===== config.mk =====
export PLATFORM = sky130hd
export DESIGN_NAME = span_alarm_status_display
export DESIGN_NICKNAME = d
export VERILOG_FILES = /design/src/design/span_display_pkg.sv /design/src/design/span_glyph_rom.sv /design/src/design/span_alarm_status_display.sv
export SDC_FILE = /design/constraint.sdc
export NUM_CORES = 1
export LEC_CHECK = 0
export BUFFER_PORTS_ARGS = -buffer_cell sky130_fd_sc_hd__buf_4
export CORE_MARGIN = 3
export CORE_UTILIZATION = 49
export DETAILED_ROUTE_END_ITERATION = 10
export PLACE_DENSITY_LB_ADDON = 0.05
export SLEW_MARGIN = 25
export SYNTH_ARGS = -nofsm -noshare
export SYNTH_HDL_FRONTEND = slang
export SYNTH_SLANG_ARGS = --single-unit
export TNS_END_PERCENT = 30

===== constraint.sdc =====
create_clock -name i_core_clk -period 2.6 [get_ports i_core_clk]
set_input_delay 0.39 -clock i_core_clk [delete_from_list [all_inputs] [get_ports i_core_clk]]
set_output_delay 0.39 -clock i_core_clk [all_outputs]
set_load 0.1 [all_outputs]

===== src/design/span_display_pkg.sv =====
package span_display_pkg;

   // ------------------------------------------------------------------
   // timing
   // ------------------------------------------------------------------
   localparam int CLK_PERIOD_NS = 20;
   localparam int TICK_US       = 1000;
   localparam int TICK_CYCLES   = (TICK_US * 1000) / CLK_PERIOD_NS;
   localparam int BLINK_HALF_MS = 250;
   localparam int SPIN_STEP_MS  = 100;

   // ------------------------------------------------------------------
   // geometry
   // ------------------------------------------------------------------
   localparam int NUM_SPANS   = 16;
   localparam int GROUP_SPANS = 4;
   localparam int NUM_GROUPS  = NUM_SPANS / GROUP_SPANS;
   localparam int COLS        = 5;
   localparam int ROWS        = 7;
   localparam int GLYPH_BITS  = COLS * (ROWS - 1);
   localparam int DOTS        = COLS * ROWS;

   // ------------------------------------------------------------------
   // reset values
   // ------------------------------------------------------------------
   localparam logic [15:0] IDLE_RESET  = 16'hffff;
   localparam logic [15:0] TICK_RESET  = 16'h0000;
   localparam logic [7:0]  BLINK_RESET = 8'h00;
   localparam logic [6:0]  SPIN_RESET  = 7'h00;

   typedef enum logic [3:0] {
      GLYPH_BLANK,
      GLYPH_BLUE,
      GLYPH_E1,
      GLYPH_FRAME,
      GLYPH_MAINT,
      GLYPH_NO_IO,
      GLYPH_OOS,
      GLYPH_RED,
      GLYPH_T1,
      GLYPH_YELLOW,
      GLYPH_SPIN0,
      GLYPH_SPIN1,
      GLYPH_SPIN2,
      GLYPH_SPIN3
   } glyph_t;

endpackage


===== src/design/span_glyph_rom.sv =====
`timescale 1ns/100ps
module span_glyph_rom (
   input  wire logic                                   i_core_clk,
   input  wire logic                                   i_reset_n,
   input  wire span_display_pkg::glyph_t               i_glyph,
   output logic [span_display_pkg::GLYPH_BITS-1:0]     o_rows
);
   import span_display_pkg::*;

   // ------------------------------------------------------------------
   // top six rows, row 0 in the high bits, column 0 in each row's msb
   // ------------------------------------------------------------------
   always_ff @(posedge i_core_clk) begin
      if (!i_reset_n) begin
         o_rows <= '0;
      end else begin
         unique case (i_glyph)
            GLYPH_BLANK:  o_rows <= {5'h00, 5'h00, 5'h00, 5'h00, 5'h00, 5'h00};
            GLYPH_BLUE:   o_rows <= {5'h1e, 5'h11, 5'h1e, 5'h11, 5'h11, 5'h1e};
            GLYPH_E1:     o_rows <= {5'h1d, 5'h13, 5'h19, 5'h11, 5'h11, 5'h1d};
            GLYPH_FRAME:  o_rows <= {5'h1f, 5'h10, 5'h1e, 5'h10, 5'h10, 5'h10};
            GLYPH_MAINT:  o_rows <= {5'h11, 5'h1b, 5'h15, 5'h11, 5'h11, 5'h11};
            GLYPH_NO_IO:  o_rows <= {5'h11, 5'h19, 5'h15, 5'h13, 5'h11, 5'h11};
            GLYPH_OOS:    o_rows <= {5'h0e, 5'h11, 5'h11, 5'h11, 5'h11, 5'h0e};
            GLYPH_RED:    o_rows <= {5'h1e, 5'h11, 5'h1e, 5'h14, 5'h12, 5'h11};
            GLYPH_T1:     o_rows <= {5'h1d, 5'h0b, 5'h09, 5'h09, 5'h09, 5'h09};
            GLYPH_YELLOW: o_rows <= {5'h11, 5'h11, 5'h0a, 5'h04, 5'h04, 5'h04};
            // rotating bar for the download meter
            GLYPH_SPIN0:  o_rows <= {5'h04, 5'h04, 5'h04, 5'h04, 5'h04, 5'h04};
            GLYPH_SPIN1:  o_rows <= {5'h01, 5'h02, 5'h04, 5'h04, 5'h08, 5'h10};
            GLYPH_SPIN2:  o_rows <= {5'h00, 5'h00, 5'h1f, 5'h00, 5'h00, 5'h00};
            GLYPH_SPIN3:  o_rows <= {5'h10, 5'h08, 5'h04, 5'h04, 5'h02, 5'h01};
            default:      o_rows <= '0;
         endcase
      end
   end

endmodule


===== src/design/span_alarm_status_display.sv =====
`timescale 1ns/100ps
// Notes on behaviour
// - status shown on a five column by seven row dot matrix
// - each state has its own character pattern, except slips, out of frame and signaling errors, which share one
// - download in progress shows a rotating line pattern
// - only the most severe active condition is shown
// - bottom row dots mark reporting span groups, leftmost is group 1
// - rightmost bottom dot blinks while the processor runs
// - loss of carrier is a major alarm
// - slips, out of frame, remote carrier, signaling, out of service are minor
// - card failure lamp lights on any card or module circuit fault
// - spans are grouped in fours and reported per group
module span_alarm_status_display #(
   parameter int TICK_CYCLES = span_display_pkg::TICK_CYCLES
) (
   input  wire logic                                 i_core_clk,
   input  wire logic                                 i_reset_n,
   input  wire logic [span_display_pkg::NUM_SPANS-1:0] i_loss_of_carrier,
   input  wire logic [span_display_pkg::NUM_SPANS-1:0] i_loss_remote_carrier,
   input  wire logic [span_display_pkg::NUM_SPANS-1:0] i_blue_alarm,
   input  wire logic [span_display_pkg::NUM_SPANS-1:0] i_slip_threshold,
   input  wire logic [span_display_pkg::NUM_SPANS-1:0] i_out_of_frame_threshold,
   input  wire logic [span_display_pkg::NUM_SPANS-1:0] i_out_of_frame,
   input  wire logic [span_display_pkg::NUM_SPANS-1:0] i_signaling_bit_error,
   input  wire logic [span_display_pkg::NUM_SPANS-1:0] i_out_of_service_state,
   input  wire logic                                 i_card_is_e1,
   input  wire logic                                 i_maintenance,
   input  wire logic                                 i_io_module_present,
   input  wire logic                                 i_download_active,
   input  wire logic                                 i_heartbeat,
   input  wire logic [15:0]                          i_hb_timeout_ms,
   input  wire logic                                 i_card_circuit_fault,
   input  wire logic                                 i_io_circuit_fault,
   output logic [span_display_pkg::DOTS-1:0]         o_dots,
   output logic                                      o_card_fail_lamp,
   output logic                                      o_major_alarm,
   output logic                                      o_minor_alarm,
   output logic                                      o_cpu_alive
);
   import span_display_pkg::*;

   // ------------------------------------------------------------------
   // per group reduction
   // ------------------------------------------------------------------
   function automatic logic [NUM_GROUPS-1:0] group_any(input logic [NUM_SPANS-1:0] s);
      logic [NUM_GROUPS-1:0] g;
      g = '0;
      for (int k = 0; k < NUM_GROUPS; k++) begin
         g[k] = |s[k*GROUP_SPANS +: GROUP_SPANS];
      end
      return g;
   endfunction

   logic [NUM_GROUPS-1:0] carrier_grp;
   logic [NUM_GROUPS-1:0] remote_grp;
   logic [NUM_GROUPS-1:0] blue_grp;
   logic [NUM_GROUPS-1:0] frame_grp;
   logic [NUM_GROUPS-1:0] oos_grp;
   logic                  major_now;
   logic                  minor_now;

   assign carrier_grp = group_any(i_loss_of_carrier);
   assign remote_grp  = group_any(i_loss_remote_carrier);
   assign blue_grp    = group_any(i_blue_alarm);
   // slips and signaling errors share the framing character
   assign frame_grp   = group_any(i_slip_threshold | i_out_of_frame_threshold
                                  | i_out_of_frame | i_signaling_bit_error);
   assign oos_grp     = group_any(i_out_of_service_state);
   assign major_now   = |carrier_grp;
   assign minor_now   = |{remote_grp, blue_grp, frame_grp, oos_grp};

   // ------------------------------------------------------------------
   // severity pick
   // ------------------------------------------------------------------
   glyph_t                sel_d;
   glyph_t                sel_q;
   logic [NUM_GROUPS-1:0] mask_d;
   logic [NUM_GROUPS-1:0] mask_q;
   logic [1:0]            spin_phase_q;

   always_comb begin
      sel_d  = GLYPH_BLANK;
      mask_d = '0;
      if (i_download_active) begin
         sel_d = glyph_t'(4'(GLYPH_SPIN0) + 4'(spin_phase_q));
      end else if (!i_io_module_present) begin
         sel_d = GLYPH_NO_IO;
      end else if (major_now) begin
         sel_d  = GLYPH_RED;
         mask_d = carrier_grp;
      end else if (|remote_grp) begin
         sel_d  = GLYPH_YELLOW;
         mask_d = remote_grp;
      end else if (|blue_grp) begin
         sel_d  = GLYPH_BLUE;
         mask_d = blue_grp;
      end else if (|frame_grp) begin
         sel_d  = GLYPH_FRAME;
         mask_d = frame_grp;
      end else if (|oos_grp) begin
         sel_d  = GLYPH_OOS;
         mask_d = oos_grp;
      end else if (i_maintenance) begin
         sel_d = GLYPH_MAINT;
      end else if (i_card_is_e1) begin
         sel_d = GLYPH_E1;
      end else begin
         sel_d = GLYPH_T1;
      end
   end

   always_ff @(posedge i_core_clk) begin
      if (!i_reset_n) begin
         sel_q  <= GLYPH_BLANK;
         mask_q <= '0;
      end else begin
         sel_q  <= sel_d;
         mask_q <= mask_d;
      end
   end

   // ------------------------------------------------------------------
   // millisecond tick, download meter step
   // ------------------------------------------------------------------
   logic [15:0] tick_cnt_q;
   logic        tick_q;
   logic [6:0]  spin_cnt_q;

   always_ff @(posedge i_core_clk) begin
      if (!i_reset_n) begin
         tick_cnt_q <= TICK_RESET;
         tick_q     <= 1'b0;
      end else if (tick_cnt_q == 16'(TICK_CYCLES - 1)) begin
         tick_cnt_q <= TICK_RESET;
         tick_q     <= 1'b1;
      end else begin
         tick_cnt_q <= tick_cnt_q + 16'h0001;
         tick_q     <= 1'b0;
      end
   end

   always_ff @(posedge i_core_clk) begin
      if (!i_reset_n) begin
         spin_cnt_q   <= SPIN_RESET;
         spin_phase_q <= 2'h0;
      end else if (!i_download_active) begin
         // meter always restarts from the upright bar
         spin_cnt_q   <= SPIN_RESET;
         spin_phase_q <= 2'h0;
      end else if (tick_q) begin
         if (spin_cnt_q == 7'(SPIN_STEP_MS - 1)) begin
            spin_cnt_q   <= SPIN_RESET;
            spin_phase_q <= spin_phase_q + 2'h1;
         end else begin
            spin_cnt_q <= spin_cnt_q + 7'h01;
         end
      end
   end

   // ------------------------------------------------------------------
   // processor heartbeat
   // ------------------------------------------------------------------
   logic [15:0] idle_ms_q;
   logic        alive_q;
   logic [7:0]  blink_cnt_q;
   logic        blink_q;

   // idle starts saturated so the dot never blinks before the first beat
   always_ff @(posedge i_core_clk) begin
      if (!i_reset_n) begin
         idle_ms_q <= IDLE_RESET;
      end else if (i_heartbeat) begin
         idle_ms_q <= 16'h0000;
      end else if (tick_q && idle_ms_q != IDLE_RESET) begin
         idle_ms_q <= idle_ms_q + 16'h0001;
      end
   end

   always_ff @(posedge i_core_clk) begin
      if (!i_reset_n) begin
         alive_q <= 1'b0;
      end else begin
         alive_q <= i_heartbeat ? (i_hb_timeout_ms != 16'h0000)
                                : (idle_ms_q < i_hb_timeout_ms);
      end
   end

   always_ff @(posedge i_core_clk) begin
      if (!i_reset_n) begin
         blink_cnt_q <= BLINK_RESET;
         blink_q     <= 1'b0;
      end else if (!alive_q) begin
         blink_cnt_q <= BLINK_RESET;
         blink_q     <= 1'b0;
      end else if (tick_q) begin
         if (blink_cnt_q == 8'(BLINK_HALF_MS - 1)) begin
            blink_cnt_q <= BLINK_RESET;
            blink_q     <= ~blink_q;
         end else begin
            blink_cnt_q <= blink_cnt_q + 8'h01;
         end
      end
   end

   // ------------------------------------------------------------------
   // matrix and lamps
   // ------------------------------------------------------------------
   logic [GLYPH_BITS-1:0] glyph_rows;
   logic [COLS-1:0]       bottom_q;

   span_glyph_rom u_rom (
      .i_core_clk (i_core_clk),
      .i_reset_n  (i_reset_n),
      .i_glyph    (sel_q),
      .o_rows     (glyph_rows)
   );

   // bottom row lines up with the rom's registered output
   always_ff @(posedge i_core_clk) begin
      if (!i_reset_n) begin
         bottom_q <= '0;
      end else begin
         bottom_q <= {mask_q[0], mask_q[1], mask_q[2], mask_q[3], blink_q};
      end
   end

   assign o_dots      = {glyph_rows, bottom_q};
   assign o_cpu_alive = alive_q;

   always_ff @(posedge i_core_clk) begin
      if (!i_reset_n) begin
         o_card_fail_lamp <= 1'b0;
         o_major_alarm    <= 1'b0;
         o_minor_alarm    <= 1'b0;
      end else begin
         o_card_fail_lamp <= i_card_circuit_fault | i_io_circuit_fault;
         o_major_alarm    <= major_now;
         o_minor_alarm    <= minor_now;
      end
   end
endmodule


==> results.toml <==
[global_route]
grt_busiest_layer = "met2"
antenna_found_initial = 0
met1_usage = 0.3058
grt_pass1_vias = 4672
grt_use_total = 0.2590
grt.overflow.total = 0
grt_max_degree = 40
grt_pass1_wl_um = 22780
use_met2 = 0.4645
use_met3 = 0.04780

[worst_setup_path]
crit_path_max_fanout = 12
crit_path_start_kind = "input pin"
worstPathArrival_ns = 2.32
crit_chain = "buf_4 > or4_4 > or4_4 > nor2b_4 > a221oi_1 > a221oi_1"
cpPeakStageDelay_ns = 0.58
cp_slowest_cell = "or4_4"
crit_path_end_kind = "flip-flop"
required_ns = 2.86
critPathKind = "input pin to flip-flop"

[clocking]
clk_pin_slew_ns = 0.09
htree_levels = 3
numCtsBuffers = 9
clk_path_buf_depth = 2
clockRootBuffer = "clkbuf_8"
clock-sinks = 96
cts_resized = 0
tritoncts = "done"
cts_setup_buffers = 0
insertion_delay_ns = 0.36
cts.hold.buffers_added = 0

[floorplan]
core_um2 = 9328
die_y_um = 104.5
die_area_um2 = 10920
rows = 35
die_w_um = 104.5
io_pins = 192
start_util = 0.5097

[yosys]
yosys_most_used_dff = "dfxtp_1"
synth_top_area_cell = "dfxtp_1"
ys_warn_count = 0
synth_cells = 551
synth_nets = 733
synth-edff-count = 0
synth_top_area_frac = 0.4042
ys_ff_latch = 96
synth_area_leaders = "dfxtp_1 (40%), ha_1 (7.6%), nor2_1 (5.5%)"
yosysSeqAreaShare = 0.4042
ys_types = 49
syn_area_per_cell_um2 = 8.629
async_flop_share = 0
syn-cell-area_um2 = 4755

[drt]
vias_per_cell = 5.494
final_antenna_net_count = 0
drt_wl_total_um = 14290
drt-wirelength-per-cell_um = 16.35
vias = 4802
route.detailed.drc = 0
dr.first_iter.drc_count = 236
dr.pass1.iters = 6

[power]
p_sw_frac = 0.2994
leakage_nw = 2.829
power_density_nw_per_um2 = 538.1
p_clk_frac = 0.332
internal_power_w = 0.002478
total_power_w = 0.003536
comb_power_share = 0.220
max-vdd-ir-drop_uv = 284.2
p_switching_w = 0.001059
p_seq_frac = 0.448

[timing]
slew_headroom = 0.5835
whs_ns = 0.2355
tightest_slew_ns = 0.6191
finalHoldViolCount = 0
fmax_mhz = 486.9
fin_crit_sh = 0.7898
worst_slack_ns = 0.5464
drv_slew = 0
tns_ns = 0
finalSetupViolations = 0
rsz0062_at_grt = "no"
min_period_ns = 2.054
skew_ns = 0.009827

[finish]
layout.nets = 922
areaGrowthSynthToFinish_pct = 38.21
antenna_cells_inserted = 0
drive_above_1_share = 0.3034

[job]
cap_violations = 0

[worst_hold_path]
hold_path_class = "input pin to flip-flop"

[placed_design]
place_congestion = 0.9170
dp_hpwl_um = 11600
io_buffers = 191
dp_slack_ns = 0.1924

[run_status]
status = "finished, final reports clean"
worst paths after layout:
| kind | end | slack (ns) | depth (start not counted) | from |
|---|---|---|---|---|
| worst max register to register | tick_cnt_q[2]$_SDFF_PP0_ | 0.71 | 5 | tick_cnt_q[0]$_SDFF_PP0_ |
| worst min register to register | bottom_q[1]$_SDFF_PN0_ | 0.44 | 1 | mask_q[3]$_SDFF_PP0_ |
| worst max-delay path | mask_q[3]$_SDFF_PP0_ | 0.55 | 6 | i_blue_alarm[1] |
| worst min-delay path | o_card_fail_lamp$_SDFF_PN0_ | 0.24 | 3 | i_card_circuit_fault |
layout by cell type, fill, tap and decap left out, types with 12 or more instances in the layout:
master / n
nand3_1: 15
dfxtp_1: 96
nor4_1: 35
nor2_1: 70
xnor2_1: 12
inv_1: 26
nand2_1: 34
o21ai_0: 33
xor2_1: 28
a21oi_1: 20
nand4_1: 23
ha_1: 29
buf_4: 201
state kept, by name, summed over array words and instances, names as in the netlist, 2 cells and up:
register / count
sel_q: 4
spin_phase_q: 2
u_rom.o_rows: 28
mask_q: 4
idle_ms_q: 16
bottom_q: 5
tick_cnt_q: 16
spin_cnt_q: 7
blink_cnt_q: 8
synth_stat cells (2+ instances only):
library cell  instances
dfxtp_1              96
nor2_1               70
nor4_1               35
nand2_1              34
o21ai_0              33
ha_1                 29
xor2_1               28
inv_1                26
nand4_1              23
a21oi_1              20
clkbuf_1             19
nand3_1              15
xnor2_1              12
a221oi_1              9
mux2i_1               8
and2_1                7
nor3_1                7
o211ai_1              7
a211oi_1              6
and3_1                6
o21a_1                6
or4_1                 6
and4_1                5
a31oi_1               4
or3_1                 4
o22a_1                3
or4_4                 3
a21o_1                2
buf_4                 2
clkinv_1              2
nand2b_1              2
nand4b_1              2
nor2b_1               2
o2111ai_1             2
or2_2                 2
metal layers:
metal  wire (µm)  vias to the layer above
li1            -                     2369
met1        5939                     2217
met2        7085                      192
met3         889                       24
met4         379                        0
met5           0                        -
worst max-delay path: cells and delay by family:
family / cells / cell delay [ns]
and+or+nand+nor: 3 / 1.42
AOI/OAI and AO/OA: 2 / 0.39
buffers and inverters: 1 / 0.11
power groups by stage:
| stage | Combinational (W) | Clock, W | Sequential (W) |
|---|---|---|---|
| after global placement | 0.000765 | 0 | 0.00162 |
| after global routing | 0.000832 | 0.00125 | 0.00159 |
| after detailed placement | 0.000776 | 0 | 0.00162 |
| after floorplan | 0.000229 | 0 | 0.00185 |
| final | 0.000779 | 0.00117 | 0.00158 |
| after CTS | 0.000778 | 0.00119 | 0.00158 |
through the flow:
step | util | instances | cell area (µm²)
after floorplan | - | 551 | 4755
after global placement | 0.6778 | 858 | 6322
after detailed placement | 0.6778 | 858 | 6322
after CTS | 0.7045 | 874 | 6571
after global routing | 0.7045 | 874 | 6571
final | 0.7045 | 874 | 6571
layout make-up:
class,count,area [µm²]
repair buffers,201,1509
clock buffers,9,123.9
flip-flops and latches,96,1922
multi-input cells,404,2625
clock inverters,7,125.1
well taps,129,161.4
inverters,28,105.1
fillers,737,2756
cells by family after synthesis:
logic type,Yosys count,synth area share
xor gates and xnor gates,40,0.07369
DFF,96,0.4042
and+or+nand+nor,230,0.2560
buffers and inverters,51,0.04368
AOI/OAI and AO/OA,97,0.1292
adders and majority gates,29,0.07632
muxes,8,0.01684
Note: power is estimated with default switching activity, not from simulation.
